==> src/bcr_map.vh <==
/*
  Address map, field positions, reset values and constants of the
  buck rail configuration register bank.
  Assumes inclusion by bcr_regs.v only; holds definitions alone.
*/
`ifndef BCR_MAP_VH
`define BCR_MAP_VH

// ----------------------------------------------------------------
// Register indices (byte address is four times the index)
// ----------------------------------------------------------------
`define BCR_IDX_AB_NORMAL   8'h20
`define BCR_IDX_AB_STANDBY  8'h21
`define BCR_IDX_AB_SLEEP    8'h22
`define BCR_IDX_AB_MODE     8'h23
`define BCR_IDX_AB_CONFIG   8'h24
`define BCR_IDX_C_NORMAL    8'h2e
`define BCR_IDX_C_STANDBY   8'h2f
`define BCR_IDX_C_SLEEP     8'h30
`define BCR_IDX_C_MODE      8'h31
`define BCR_IDX_C_CONFIG    8'h32

// ----------------------------------------------------------------
// Storage slots
// ----------------------------------------------------------------
`define BCR_NUM_SLOTS       10
`define BCR_SLOT_C_BASE     4'h5
`define BCR_SLOT_NORMAL     4'h0
`define BCR_SLOT_STANDBY    4'h1
`define BCR_SLOT_SLEEP      4'h2
`define BCR_SLOT_MODE       4'h3
`define BCR_SLOT_CONFIG     4'h4
`define BCR_SLOT_NONE       4'hf

// ----------------------------------------------------------------
// Implemented-bit masks and reset values
// ----------------------------------------------------------------
`define BCR_MASK_SETPOINT   8'h3f
`define BCR_MASK_MODE       8'h2f
`define BCR_MASK_CONFIG     8'hff
`define BCR_RESET_VALUE     8'h00

// ----------------------------------------------------------------
// Field positions
// ----------------------------------------------------------------
`define BCR_VOLT_RANGE      5:0
`define BCR_MODE_RANGE      3:0
`define BCR_SLEEP_STATE_BIT 5
`define BCR_ILIM_BIT        0
`define BCR_FREQ_RANGE      3:2
`define BCR_PHASE_RANGE     5:4
`define BCR_SPEED_RANGE     7:6

// ----------------------------------------------------------------
// Set-point coding and power states
// ----------------------------------------------------------------
`define BCR_MV_BASE         11'h12c
`define BCR_MV_STEP         11'h019
`define BCR_PWR_NORMAL      2'h0
`define BCR_PWR_STANDBY     2'h1
`define BCR_PWR_SLEEP       2'h2

// ----------------------------------------------------------------
// Bus answers
// ----------------------------------------------------------------
`define BCR_RESP_OKAY       2'h0
`define BCR_RESP_SLVERR     2'h2

`endif

==> src/bcr_regs.v <==
/*
  Buck rail configuration register bank for the A/B pair and the C rail,
  reached over AXI4-Lite, with decoded controls for the converters.
  Assumes one 100 MHz clock, inputs synchronous to it, and a master that
  keeps at most one write and one read outstanding.
*/
// Function
// RULE_01: A/B normal set point, bits 5:0, reset zero
// RULE_02: A/B standby set point, bits 5:0, reset zero
// RULE_03: A/B sleep set point, bits 5:0, reset zero
// RULE_04: C normal set point, bits 5:0, reset zero
// RULE_05: C standby set point, bits 5:0, reset zero
// RULE_06: C sleep set point, bits 5:0, reset zero
// RULE_07: A/B switching mode selector in bits 3:0
// RULE_08: A/B bit 5 sleep state: off or pulse-frequency
// RULE_09: C switching mode selector in bits 3:0
// RULE_10: C bit 5 sleep state: off or pulse-frequency
// RULE_11: A/B current limit bit 0: high/low
// RULE_12: A/B frequency select bits 3:2
// RULE_13: A/B phase clock select bits 5:4
// RULE_14: A/B scaling speed select bits 7:6
// RULE_15: C current limit bit 0: high/low
// RULE_16: C frequency select bits 3:2
// RULE_17: C phase clock select bits 5:4
// RULE_18: C scaling speed select bits 7:6
// RULE_19: Set point: 300 mV plus 25 mV steps
// RULE_20: Dual phase drives both nodes from A/B config
// RULE_21: Unused bits read zero, writes ignored; config bit 1 is stored and reads back, since the config mask is 8'hff
`timescale 1ns/10ps
`include "bcr_map.vh"

module bcr_regs
(
   // Clock and reset
   input  wire        core_clk_i,
   input  wire        rst_n_i,
   // AXI4-Lite write address
   input  wire        s_axi_awvalid_i,
   output wire        s_axi_awready_o,
   input  wire [7:0]  s_axi_awaddr_i,
   input  wire [2:0]  s_axi_awprot_i,
   // AXI4-Lite write data
   input  wire        s_axi_wvalid_i,
   output wire        s_axi_wready_o,
   input  wire [31:0] s_axi_wdata_i,
   input  wire [3:0]  s_axi_wstrb_i,
   // AXI4-Lite write response
   output reg         s_axi_bvalid_o,
   input  wire        s_axi_bready_i,
   output reg  [1:0]  s_axi_bresp_o,
   // AXI4-Lite read address
   input  wire        s_axi_arvalid_i,
   output wire        s_axi_arready_o,
   input  wire [7:0]  s_axi_araddr_i,
   input  wire [2:0]  s_axi_arprot_i,
   // AXI4-Lite read data
   output reg         s_axi_rvalid_o,
   input  wire        s_axi_rready_i,
   output reg  [31:0] s_axi_rdata_o,
   output reg  [1:0]  s_axi_rresp_o,
   // Power state and topology
   input  wire [1:0]  pwr_state_i,
   input  wire        dual_phase_i,
   // A/B pair controls
   output reg  [10:0] pair_ab_target_mv_o,
   output reg         pair_ab_enable_o,
   output reg  [3:0]  pair_ab_mode_select_o,
   output reg         pair_ab_current_limit_sel_o,
   output reg  [1:0]  pair_ab_phase_sel_o,
   // Switching nodes A and B
   output reg  [1:0]  node_a_frequency_sel_o,
   output reg  [1:0]  node_a_scaling_speed_o,
   output reg         node_b_enable_o,
   output reg  [1:0]  node_b_frequency_sel_o,
   output reg  [1:0]  node_b_scaling_speed_o,
   // C rail controls
   output reg  [10:0] rail_c_target_mv_o,
   output reg         rail_c_enable_o,
   output reg  [3:0]  rail_c_mode_select_o,
   output reg         rail_c_current_limit_sel_o,
   output reg  [1:0]  rail_c_frequency_sel_o,
   output reg  [1:0]  rail_c_phase_sel_o,
   output reg  [1:0]  rail_c_scaling_speed_o
);

   // ----------------------------------------------------------------
   // Helpers
   // ----------------------------------------------------------------

   // Byte address to storage slot; misaligned or unmapped gives none
   function [3:0] slot_of;
      input [7:0] addr;
      begin
         if (addr[1:0] != 2'h0)
            slot_of = `BCR_SLOT_NONE;
         else
         begin
            case ({2'h0, addr[7:2]})
               `BCR_IDX_AB_NORMAL:  slot_of = `BCR_SLOT_NORMAL;
               `BCR_IDX_AB_STANDBY: slot_of = `BCR_SLOT_STANDBY;
               `BCR_IDX_AB_SLEEP:   slot_of = `BCR_SLOT_SLEEP;
               `BCR_IDX_AB_MODE:    slot_of = `BCR_SLOT_MODE;
               `BCR_IDX_AB_CONFIG:  slot_of = `BCR_SLOT_CONFIG;
               `BCR_IDX_C_NORMAL:   slot_of = `BCR_SLOT_C_BASE + `BCR_SLOT_NORMAL;
               `BCR_IDX_C_STANDBY:  slot_of = `BCR_SLOT_C_BASE + `BCR_SLOT_STANDBY;
               `BCR_IDX_C_SLEEP:    slot_of = `BCR_SLOT_C_BASE + `BCR_SLOT_SLEEP;
               `BCR_IDX_C_MODE:     slot_of = `BCR_SLOT_C_BASE + `BCR_SLOT_MODE;
               `BCR_IDX_C_CONFIG:   slot_of = `BCR_SLOT_C_BASE + `BCR_SLOT_CONFIG;
               default:             slot_of = `BCR_SLOT_NONE;
            endcase
         end
      end
   endfunction

   // Implemented bits of a slot; the rest never store and read zero
   function [7:0] mask_of;
      input [3:0] slot;
      reg   [3:0] kind;
      begin
         kind = (slot >= `BCR_SLOT_C_BASE) ? slot - `BCR_SLOT_C_BASE : slot;
         case (kind)
            `BCR_SLOT_MODE:   mask_of = `BCR_MASK_MODE;
            `BCR_SLOT_CONFIG: mask_of = `BCR_MASK_CONFIG;
            default:          mask_of = `BCR_MASK_SETPOINT;
         endcase
      end
   endfunction

   // Set-point code to millivolts, linear from the base in fixed steps
   function [10:0] code_to_mv;
      input [5:0] code;
      begin
         code_to_mv = `BCR_MV_BASE + `BCR_MV_STEP * {5'h00, code}; // RULE_19
      end
   endfunction

   // Code active for the present power state
   function [5:0] active_code;
      input [1:0] state;
      input [7:0] normal;
      input [7:0] standby;
      input [7:0] sleep;
      begin
         case (state)
            `BCR_PWR_STANDBY: active_code = standby[`BCR_VOLT_RANGE];
            `BCR_PWR_SLEEP:   active_code = sleep[`BCR_VOLT_RANGE];
            default:          active_code = normal[`BCR_VOLT_RANGE];
         endcase
      end
   endfunction

   // ----------------------------------------------------------------
   // Reset release
   // ----------------------------------------------------------------
   reg rst_meta_n;
   reg rst_n;

   always @(posedge core_clk_i or negedge rst_n_i)
   begin
      if (!rst_n_i)
      begin
         rst_meta_n <= 1'b0;
         rst_n      <= 1'b0;
      end
      else
      begin
         rst_meta_n <= 1'b1;
         rst_n      <= rst_meta_n;
      end
   end

   // ----------------------------------------------------------------
   // Write channel
   // ----------------------------------------------------------------
   reg  [7:0] regs [0:`BCR_NUM_SLOTS-1];
   reg        aw_held;
   reg  [7:0] aw_addr;
   reg        w_held;
   reg  [7:0] w_data;
   reg        w_lane;

   // Address and data are taken in either order; both stall while a
   // response waits, so one write at most is ever in flight
   assign s_axi_awready_o = !aw_held && !s_axi_bvalid_o;
   assign s_axi_wready_o  = !w_held && !s_axi_bvalid_o;

   wire       aw_fire  = s_axi_awvalid_i && s_axi_awready_o;
   wire       w_fire   = s_axi_wvalid_i && s_axi_wready_o;
   wire       do_write = (aw_held || aw_fire) && (w_held || w_fire);
   wire [7:0] wr_addr  = aw_held ? aw_addr : s_axi_awaddr_i;
   wire [7:0] wr_data  = w_held ? w_data : s_axi_wdata_i[7:0];
   wire       wr_lane  = w_held ? w_lane : s_axi_wstrb_i[0];
   wire [3:0] wr_slot  = slot_of(wr_addr);

   integer i;

   always @(posedge core_clk_i or negedge rst_n)
   begin
      if (!rst_n)
      begin
         aw_held        <= 1'b0;
         aw_addr        <= 8'h00;
         w_held         <= 1'b0;
         w_data         <= 8'h00;
         w_lane         <= 1'b0;
         s_axi_bvalid_o <= 1'b0;
         s_axi_bresp_o  <= `BCR_RESP_OKAY;
         for (i = 0; i < `BCR_NUM_SLOTS; i = i + 1)
            regs[i] <= `BCR_RESET_VALUE; // RULE_01 RULE_02 RULE_03 RULE_04 RULE_05 RULE_06
      end
      else
      begin
         if (s_axi_bvalid_o && s_axi_bready_i)
            s_axi_bvalid_o <= 1'b0;
         if (do_write)
         begin
            aw_held        <= 1'b0;
            w_held         <= 1'b0;
            s_axi_bvalid_o <= 1'b1;
            if (wr_slot == `BCR_SLOT_NONE)
               s_axi_bresp_o <= `BCR_RESP_SLVERR;
            else
            begin
               s_axi_bresp_o <= `BCR_RESP_OKAY;
               // Only byte lane 0 carries register bits
               if (wr_lane)
                  regs[wr_slot] <= wr_data & mask_of(wr_slot); // RULE_21
            end
         end
         else
         begin
            if (aw_fire)
            begin
               aw_held <= 1'b1;
               aw_addr <= s_axi_awaddr_i;
            end
            if (w_fire)
            begin
               w_held <= 1'b1;
               w_data <= s_axi_wdata_i[7:0];
               w_lane <= s_axi_wstrb_i[0];
            end
         end
      end
   end

   // ----------------------------------------------------------------
   // Read channel
   // ----------------------------------------------------------------
   wire [3:0] rd_slot = slot_of(s_axi_araddr_i);

   assign s_axi_arready_o = !s_axi_rvalid_o;

   always @(posedge core_clk_i or negedge rst_n)
   begin
      if (!rst_n)
      begin
         s_axi_rvalid_o <= 1'b0;
         s_axi_rdata_o  <= 32'h0000_0000;
         s_axi_rresp_o  <= `BCR_RESP_OKAY;
      end
      else if (s_axi_arvalid_i && s_axi_arready_o)
      begin
         s_axi_rvalid_o <= 1'b1;
         if (rd_slot == `BCR_SLOT_NONE)
         begin
            s_axi_rdata_o <= 32'h0000_0000;
            s_axi_rresp_o <= `BCR_RESP_SLVERR;
         end
         else
         begin
            s_axi_rdata_o <= {24'h000000, regs[rd_slot] & mask_of(rd_slot)}; // RULE_21
            s_axi_rresp_o <= `BCR_RESP_OKAY;
         end
      end
      else if (s_axi_rvalid_o && s_axi_rready_i)
         s_axi_rvalid_o <= 1'b0;
   end

   // ----------------------------------------------------------------
   // Converter controls
   // ----------------------------------------------------------------
   wire [7:0] ab_mode = regs[`BCR_SLOT_MODE];
   wire [7:0] ab_conf = regs[`BCR_SLOT_CONFIG];
   wire [7:0] c_mode  = regs[`BCR_SLOT_C_BASE + `BCR_SLOT_MODE];
   wire [7:0] c_conf  = regs[`BCR_SLOT_C_BASE + `BCR_SLOT_CONFIG];

   wire [5:0] ab_code = active_code(pwr_state_i,
                                    regs[`BCR_SLOT_NORMAL],
                                    regs[`BCR_SLOT_STANDBY],
                                    regs[`BCR_SLOT_SLEEP]);
   wire [5:0] c_code  = active_code(pwr_state_i,
                                    regs[`BCR_SLOT_C_BASE + `BCR_SLOT_NORMAL],
                                    regs[`BCR_SLOT_C_BASE + `BCR_SLOT_STANDBY],
                                    regs[`BCR_SLOT_C_BASE + `BCR_SLOT_SLEEP]);
   wire       in_sleep = (pwr_state_i == `BCR_PWR_SLEEP);

   // Registered once more so that outputs never glitch on a bus write
   always @(posedge core_clk_i or negedge rst_n)
   begin
      if (!rst_n)
      begin
         pair_ab_target_mv_o         <= `BCR_MV_BASE;
         pair_ab_enable_o            <= 1'b1;
         pair_ab_mode_select_o       <= 4'h0;
         pair_ab_current_limit_sel_o <= 1'b0;
         pair_ab_phase_sel_o         <= 2'h0;
         node_a_frequency_sel_o      <= 2'h0;
         node_a_scaling_speed_o      <= 2'h0;
         node_b_enable_o             <= 1'b0;
         node_b_frequency_sel_o      <= 2'h0;
         node_b_scaling_speed_o      <= 2'h0;
         rail_c_target_mv_o          <= `BCR_MV_BASE;
         rail_c_enable_o             <= 1'b1;
         rail_c_mode_select_o        <= 4'h0;
         rail_c_current_limit_sel_o  <= 1'b0;
         rail_c_frequency_sel_o      <= 2'h0;
         rail_c_phase_sel_o          <= 2'h0;
         rail_c_scaling_speed_o      <= 2'h0;
      end
      else
      begin
         pair_ab_target_mv_o <= code_to_mv(ab_code); // RULE_19
         rail_c_target_mv_o  <= code_to_mv(c_code); // RULE_19
         // In sleep a rail runs only if its sleep state picks pulse-frequency mode
         pair_ab_enable_o <= !in_sleep || ab_mode[`BCR_SLEEP_STATE_BIT]; // RULE_08
         rail_c_enable_o  <= !in_sleep || c_mode[`BCR_SLEEP_STATE_BIT]; // RULE_10
         pair_ab_mode_select_o       <= ab_mode[`BCR_MODE_RANGE]; // RULE_07
         rail_c_mode_select_o        <= c_mode[`BCR_MODE_RANGE]; // RULE_09
         pair_ab_current_limit_sel_o <= ab_conf[`BCR_ILIM_BIT]; // RULE_11
         rail_c_current_limit_sel_o  <= c_conf[`BCR_ILIM_BIT]; // RULE_15
         pair_ab_phase_sel_o         <= ab_conf[`BCR_PHASE_RANGE]; // RULE_13
         rail_c_phase_sel_o          <= c_conf[`BCR_PHASE_RANGE]; // RULE_17
         rail_c_frequency_sel_o      <= c_conf[`BCR_FREQ_RANGE]; // RULE_16
         rail_c_scaling_speed_o      <= c_conf[`BCR_SPEED_RANGE]; // RULE_18
         node_a_frequency_sel_o      <= ab_conf[`BCR_FREQ_RANGE]; // RULE_12
         node_a_scaling_speed_o      <= ab_conf[`BCR_SPEED_RANGE]; // RULE_14
         // Node B shares the pair's settings only when paired in phase
         node_b_enable_o <= dual_phase_i; // RULE_20
         if (dual_phase_i)
         begin
            node_b_frequency_sel_o <= ab_conf[`BCR_FREQ_RANGE]; // RULE_20
            node_b_scaling_speed_o <= ab_conf[`BCR_SPEED_RANGE]; // RULE_20
         end
         else
         begin
            node_b_frequency_sel_o <= 2'h0;
            node_b_scaling_speed_o <= 2'h0;
         end
      end
   end

endmodule

==> config.mk <==
export PLATFORM = sky130hd
export DESIGN_NAME = bcr_regs
export DESIGN_NICKNAME = d
export VERILOG_FILES = /design/src/bcr_regs.v
export VERILOG_INCLUDE_DIRS = /design/src
export SDC_FILE = /design/constraint.sdc
export NUM_CORES = 1
export LEC_CHECK = 0
export ABC_AREA = 1
export BUFFER_PORTS_ARGS = -buffer_cell sky130_fd_sc_hd__buf_2
export CAP_MARGIN = 20
export CORE_MARGIN = 5
export CORE_UTILIZATION = 57
export CTS_CLUSTER_SIZE = 14
export DETAILED_ROUTE_END_ITERATION = 6
export GPL_TIMING_DRIVEN = 1
export PLACE_DENSITY_LB_ADDON = 0.15
export SYNTH_ARGS = -nofsm -noshare
export SYNTH_HDL_FRONTEND = slang
export SYNTH_SLANG_ARGS = --single-unit
==> constraint.sdc <==
create_clock -name core_clk_i -period 6.2 [get_ports core_clk_i]
set_input_delay 1.55 -clock core_clk_i [delete_from_list [all_inputs] [get_ports core_clk_i]]
set_output_delay 1.55 -clock core_clk_i [all_outputs]
set_load 0.02 [all_outputs]
# After elaboration in Yosys (flattened, before gate mapping)
# Cells that the tools add are included.
# classes
eq_ne	28
n_lt_le_gt_ge	5
addsub	4
reduce_logical	27
n_div	0
bitwise	6
mul	2
n_shift	0
n_mux	37
# ops
cell	n
6-bit equality test (second input constant)	20
8-bit two-way mux	11
80-bit bitwise mux	1
4-bit case mux with 10 select lines	2
8-bit binary-select mux with 4-bit select	1
8-bit demux with 4-bit select	1
8-bit case mux with 2 select lines	2
6-bit case mux with 2 select lines	2
9-bit by 11-bit adder with 11-bit output (first input constant)	2
5-bit by 6-bit multiplier with 11-bit output (first input constant)	2
8-bit AND	2
4-bit two-way mux	4
2-bit nonzero test	6
5-bit greater-or-equal comparator (second input constant)	2
4-bit NOT with 5-bit output	2
1-bit logical AND	9
1-bit two-way mux	9
4-bit by 2-bit equality test with 1-bit output (second input constant)	2
4-bit by 3-bit equality test with 1-bit output (second input constant)	2
4-bit equality test (second input constant)	2
4-bit by 3-bit greater-or-equal comparator with 1-bit output (second input constant)	2
2-bit two-way mux	4
4-bit by 3-bit subtractor with 4-bit output (second input constant)	2
1-bit logical NOT	5
7 further kinds	12
# word_totals
out_inout_bits	92
register_bits	190
in_bits	68
ramBits	0
romBits	0
wordCells	148
memories	0
latchBits	0

# Longest topological paths before layout
# Gate-level depths: netlist of the first run.
# depth
depth_word	13
ltp_mapped	23
mapped_depth_nobuf	21

# Worst setup path after synthesis of the first run
# OpenSTA, ideal clock, no wires.
# synth_timing
path_kind	in2reg
start	input port pwr_state_i[0]
end	register rail_c_target_mv_o[10]
arrival_ns	4.779
required_ns	6.120
cell_stages	17
setup_time_ns	0.080
n_path_buf	1
setup_slack_ns	1.341
cell_sequence	inv_1 > ha_1 > clkbuf_1 > a221o_1 > o21ai_1 > ha_1 > fa_1 > inv_1 > ha_1 > fa_1 > nand3_1 > and2_1 > inv_1 > a21oi_1 > nor2_1 > nor2_1 > xor2_1
# synth_between
elab_chain_cells	4
elab_cells_between_ends	5
classes_between	add/sub (1); mul (1); eq/ne (2); mux (1)
# synth_rtl
item	line_no	source
start: declaration	bcr_regs.v:62	input wire [1:0] pwr_state_i,
2-bit equality test / 2-bit by 1-bit equality test with 1-bit output (equally long branches)	bcr_regs.v:144	case (state)
6-bit case mux with 2 select lines (*)	bcr_regs.v:144	
5-bit by 6-bit multiplier with 11-bit output (no source line) (*)	--	
9-bit by 11-bit adder with 11-bit output (no source line) (*)	--	
end signal: assignment	bcr_regs.v:313	rail_c_target_mv_o <= `BCR_MV_BASE;
end signal: assignment	bcr_regs.v:324	rail_c_target_mv_o <= code_to_mv(c_code);
end: declaration	bcr_regs.v:77	output reg [10:0] rail_c_target_mv_o,
# Every way passes the cells marked *; elsewhere a longest branch is shown, timed or not.
# A chain may end at the register's enable or synchronous reset.

# Final worst setup path of the first run
# layout_timing
start	input port pwr_state_i[0]
end	register pair_ab_target_mv_o[10]
# layout_between
elab_chain_cells	4
elab_cells_between_ends	5
classes_between	add/sub (1); mul (1); eq/ne (2); mux (1)
# layout_rtl
item	line_no	source
2-bit equality test / 2-bit by 1-bit equality test with 1-bit output (equally long branches)	bcr_regs.v:144	
6-bit case mux with 2 select lines (*)	bcr_regs.v:144	
5-bit by 6-bit multiplier with 11-bit output (no source line) (*)	--	
9-bit by 11-bit adder with 11-bit output (no source line) (*)	--	
end signal: assignment	bcr_regs.v:303	pair_ab_target_mv_o <= `BCR_MV_BASE;
end signal: assignment	bcr_regs.v:323	pair_ab_target_mv_o <= code_to_mv(ab_code);
end: declaration	bcr_regs.v:65	output reg [10:0] pair_ab_target_mv_o,
# Marked as above.

==> impl_metrics.toml, run 1 <==
[timing]
finalCriticalPeriod_ns = 4.86
fin_crit_sh = 0.784
max_clock_freq_ghz = 0.206
holdWs_ns = 0.352
fin_ws_ns = 1.34
setup_viol = 0
rsz0062_at_grt = "no"
clock_skew_ns = 0.0135
worstMarginPinSlew_ns = 1.05
slew_violations = 0
hold_viol = 0
setup_tns_ns = 0
max_slew_margin = 0.296

[layout]
layout_common_cells = "363 x nand2_1, 153 x dfrtp_1, 125 x inv_1"
final_common_cell = "nand2_1"
diodes = 0
finalNetCount = 1325
fin_area_mm2 = 0.0102
syn_to_final_growth_pct = 12.3
final_core_util = 0.646
drive_above_1_share = 0.165
fin_cells = 1429

[die]
die-height_um = 136
coreArea_mm2 = 0.0157
ios = 160
initial_core_util = 0.576
die_x_um = 136
num_rows = 46
dieArea_mm2 = 0.0185

[logic_synthesis]
ys_seq_elements = 164
synth-edff-count = 0
synthArstFlopShare = 1.00
yosys_warnings = 0
ys.flop_type = "dfrtp_1"
synth_area_mm2 = 0.00905
syn_area_per_cell_um2 = 8.17
synth-seq-area-share = 0.455
yosysUniqueCellTypes = 46
netlist_instances = 1107

[detailed_routing]
avgViaCountPerCell = 5.12
firstDrtPassIters = 6
vias = 7317
wl_per_cell_um = 14.3
ant_nets = 0
postRouteWirelength_mm = 20.4
drt-initial-drc-count = 499
drc_errors = 0

[worst_setup_path]
crit_start = "pwr_state_i[0]"
crit_type = "input pin to flip-flop"
crit_fanout = 14
worst_path_largest_cell_delay_ns = 0.60
cpMaxStageDelayCell = "ha_1"
end_kind = "flip-flop"
path_cells = "buf_2 > inv_1 > ha_1 > a221o_1 > o21ai_0 > ha_1 > fa_1 > inv_1 > ha_1 > inv_1 > fa_1 > o21ai_0 > nand2_1 > nand2_1 > a21oi_1 > xor2_1"
cp-start-kind = "input pin"
worstPathArrival_ns = 5.17
reg2reg_from = "regs[57]$_DFFE_PN0P_"
worst_ep_required_time_ns = 6.50

[global_route]
grt_first_pass_wirelength_mm = 33.9
grt_usage = 0.232
antenna_found_initial = 0
overflow = 0
grt_max_degree = 74
grt_pass1_vias = 6897

[clock_network]
holdBufCountCts = 0
clockBufferDepth = 2
cts_root_buf = "clkbuf_16"
worst_skew_pair.late_latency_ns = 0.43
clock_sinks = 164
cts_buffers = 17
cts_resized = 0
post_cts_buffers = 0
clk_pin_slew_ns = 0.07
h-tree-depth = 4
cts_tree = "yes"

[power]
vdd_drop_max_mv = 0.293
p_total_mw = 3.18
combinationalPowerShare = 0.265
leakage_nw = 5.62
swShare = 0.356
clkPwrFrac = 0.331
p_per_area_mw_per_mm2 = 313
p_seq_frac = 0.404
p_int_mw = 2.05
p_sw_mw = 1.13

[placed_design]
postPlaceCellArea_mm2 = 0.00957
dp_hpwl_mm = 14.3
preCtsSetupSlack_ns = 0.912
gp_congestion = 0.861
portBuffers = 100
place_inst = 1396

[status]
status = "finished clean"

[run]
drv_cap = 0

[hold_path]
hp-start = "rst_meta_n$_DFF_PN0_"
min_path_type = "flip-flop to flip-flop"
[registers in the layout, summed over array words and instances (netlist names), 2 cells and up]
name                    cells
node_a_frequency_sel_o      2
node_b_frequency_sel_o      2
c_mode                      8
rail_c_target_mv_o         11
aw_addr                     8
w_data                      8
node_a_scaling_speed_o      2
ab_conf                     8
ab_mode                     8
s_axi_rdata_o               8
pair_ab_target_mv_o        11
rail_c_scaling_speed_o      2
node_b_scaling_speed_o      2
rail_c_mode_select_o        4
rail_c_frequency_sel_o      2
rail_c_phase_sel_o          2
regs                       48
c_conf                      8
pair_ab_phase_sel_o         2
pair_ab_mode_select_o       4
[metal layers]
layer  GRT usage  part of all wire
met2       0.373              0.48
met4      0.0767             0.018
met3      0.0448             0.060
met1       0.318              0.44
met5           0                 0
[layout make-up]
type                            instances  area (um^2)
Multi-Input combinational cell        775         4120
Inverter                              134          505
Fill cell                            1420         5560
Sequential cell                       164         4120
Clock inverter                         13          136
Clock buffer                           19          443
Tap cell                              216          270
Timing Repair Buffer                  108          561
[synthesized netlist by cell type (4+ instances only)]
library cell | instances | area [um^2]
inv_2 | 5 | 18.8
clkbuf_1 | 11 | 41.3
nand2_1 | 363 | 1360
o21ai_2 | 6 | 52.6
xor2_1 | 11 | 96.3
o21ai_1 | 36 | 180
nor2_2 | 4 | 25.0
nor2_1 | 61 | 229
buf_6 | 8 | 90.1
nor3_2 | 4 | 40.0
o211ai_1 | 7 | 52.6
buf_2 | 9 | 45.0
inv_1 | 125 | 469
o21ai_0 | 65 | 325
or2_2 | 6 | 37.5
a21oi_1 | 14 | 70.1
fa_1 | 6 | 120
dfrtp_1 | 154 | 3850
ha_1 | 51 | 638
dfstp_2 | 10 | 263
nand3_1 | 46 | 230
nand4_1 | 14 | 87.6
a221o_1 | 12 | 120
buf_4 | 28 | 210
nand2_2 | 11 | 68.8
[logic make-up (layout without fill, tap and decap cells)]
family,count (synthesis),in the layout,synth area share
AO/OA/AOI/OAI,147,147,0.0949
XOR/XNOR,14,14,0.0136
adder cells (fa/ha/maj),57,57,0.0838
buffers and inverters,193,274,0.0998
flip-flops,164,164,0.455
multiplexers,1,1,0.00124
other,2,27,0.000830
AND/OR/NAND/NOR,529,529,0.251
[power groups by stage]
stage | combinational, mW | sequential (mW) | clock [mW]
floorplan | 0.587 | 1.36 | 0
global placement | 0.827 | 1.30 | 0
detailed placement | 0.848 | 1.31 | 0
CTS | 0.853 | 1.29 | 1.06
global route | 0.962 | 1.30 | 1.11
finish | 0.843 | 1.28 | 1.05
[worst paths after layout]
| path | end | slack [ns] | depth (start not counted) |
|---|---|---|---|
| hold / removal | rst_n$_DFF_PN0_ | 0.35 | 0 |
| setup reg to reg | pair_ab_target_mv_o[10]$_DFF_PN0_ | 2.80 | 13 |
| setup / recovery | pair_ab_target_mv_o[10]$_DFF_PN0_ | 1.34 | 16 |
| max in group asynchronous | regs[65]$_DFFE_PN0P_ | 4.39 | 1 |
| min in group asynchronous | c_mode[1]$_DFFE_PN0P_ | 0.39 | 0 |
| hold reg to reg | rst_n$_DFF_PN0_ | 0.35 | 0 |
[critical path, delay by kind of cell]
kind                       cells  cell delay, ns
adders and majority gates      5            2.25
and+or+nand+nor                2            0.16
xor gates and xnor gates       1            0.16
AOI/OAI and AO/OA              4            0.80
buffers and inverters          4            0.28
Power figures use the tool's default switching activity.
==> run 2: changes to the inputs <==
clock period = 4.7 ns   (was 6.2 ns; I/O delays follow)
==> impl_metrics.toml, run 2 (synthesis gave the netlist of run 1 again) <==
[timing]
setup_tns_ns = 0
slew_violations = 0
fin_crit_sh = 0.900
hold_viol = 0
worstMarginPinSlew_ns = 0.875
setup_viol = 0
max_clock_freq_ghz = 0.236
rsz0062_at_grt = "no"
max_slew_margin = 0.413
holdWs_ns = 0.268
clock_skew_ns = 0.0116
fin_ws_ns = 0.471
finalCriticalPeriod_ns = 4.23

[die]
die-height_um = 136
initial_core_util = 0.576
ios = 160
coreArea_mm2 = 0.0157
die_x_um = 136
num_rows = 46
dieArea_mm2 = 0.0185

[clock_network]
cts_root_buf = "clkbuf_16"
clockBufferDepth = 2
h-tree-depth = 4
clk_pin_slew_ns = 0.07
clock_sinks = 164
cts_buffers = 17
post_cts_buffers = 0
holdBufCountCts = 0
cts_resized = 0
cts_tree = "yes"
worst_skew_pair.late_latency_ns = 0.44

[worst_setup_path]
end_kind = "flip-flop"
cp-start-kind = "input pin"
crit_fanout = 13
worst_ep_required_time_ns = 5.02
worstPathArrival_ns = 4.54
crit_type = "input pin to flip-flop"

[power]
p_total_mw = 4.26
vdd_drop_max_mv = 0.353
leakage_nw = 5.72
p_per_area_mw_per_mm2 = 411

[placed_design]
dp_hpwl_mm = 14.7
gp_congestion = 0.866
portBuffers = 100
preCtsSetupSlack_ns = 0.0358
postPlaceCellArea_mm2 = 0.00976
place_inst = 1416

[detailed_routing]
avgViaCountPerCell = 5.09
firstDrtPassIters = 5
postRouteWirelength_mm = 20.3
ant_nets = 0
vias = 7374
wl_per_cell_um = 14.0
drc_errors = 0
drt-initial-drc-count = 538

[global_route]
overflow = 0
antenna_found_initial = 0
grt_first_pass_wirelength_mm = 33.5
grt_max_degree = 133
grt_pass1_vias = 6969
grt_usage = 0.230

[layout]
reg_top3 = "regs (48), pair_ab_target_mv_o (11), rail_c_target_mv_o (11)"
diodes = 0
final_common_cell = "nand2_1"
drive_above_1_share = 0.179
multiInputGateArea_mm2 = 0.00412
fillers = 1338
syn_to_final_growth_pct = 14.5
largest_register = "regs"
fin_area_mm2 = 0.0104
fin_cells = 1448
seqCellArea_mm2 = 0.00412
largest_reg_flops = 48
layout_common_cells = "363 x nand2_1, 153 x dfrtp_1, 125 x inv_1"
final_core_util = 0.659
finalNetCount = 1344

[run]
drv_cap = 0

[status]
status = "finished clean"

[hold_path]
min_path_type = "flip-flop to asynchronous set/reset pin"
## run 2: cell count changes in the layout (fill, tap and decap cells not counted), sizes merged
cell / change
inv: +2
clkbuf: -2
clkinv: -4
clkinvlp: +3
buf: +20
## run 2: cell type report
| class | count | area share |
|---|---|---|
| Sequential cell | 164 | 0.398 |
| Clock buffer | 18 | 0.0424 |
| Timing Repair Buffer | 127 | 0.0715 |
| Multi-Input combinational cell | 775 | 0.398 |
| Inverter | 134 | 0.0488 |
| Tap cell | 216 | 0.0261 |
| Clock inverter | 14 | 0.0152 |
## run 2: path summary, 6_finish.rpt
| kind | startpoint | to | slack, ns | cells past startpoint |
|---|---|---|---|---|
| worst min-delay path | rst_n$_DFF_PN0_ | w_data[2]$_DFFE_PN0P_ | 0.27 | 0 |
| min in group core_clk_i | rst_meta_n$_DFF_PN0_ | rst_n$_DFF_PN0_ | 0.36 | 0 |
| max in group asynchronous | rst_n$_DFF_PN0_ | regs[73]$_DFFE_PN0P_ | 3.37 | 1 |
| worst min register to register | rst_n$_DFF_PN0_ | w_data[2]$_DFFE_PN0P_ | 0.27 | 0 |
| worst max register to register | aw_held$_DFFE_PN0P_ | c_conf[4]$_DFFE_PN0P_ | 1.33 | 20 |
| worst max-delay path | pwr_state_i[0] | pair_ab_target_mv_o[9]$_DFF_PN0_ | 0.47 | 18 |
## run 2: report_power, final
| part | switching (mW) | total, mW | internal, mW |
|---|---|---|---|
| sequential | 0.103 | 1.69 | 1.59 |
| clock | 0.645 | 1.42 | 0.773 |
| combinational | 0.763 | 1.15 | 0.384 |
| total | 1.51 | 4.26 | 2.74 |
## run 2: metal layers
layer  share of wire  GRT usage  vias to the layer above
met1            0.43      0.302                     3439
met4           0.019     0.0773                        0
met5               0          0                        -
li1                -          -                     3687
met3           0.065     0.0533                       33
met2            0.49      0.380                      215
## run 2: worst max-delay path, cell delays in order
cell,delay [ns]
buf_2,0.09
inv_1,0.04
ha_1,0.33
buf_12,0.17
a221o_1,0.26
o21ai_0,0.19
ha_1,0.34
fa_1,0.51
inv_1,0.04
ha_1,0.30
ha_1,0.31
nand2_1,0.07
nor2_1,0.04
a211oi_1,0.23
nor2_1,0.06
o21ai_0,0.17
nand2_1,0.08
xor2_1,0.14
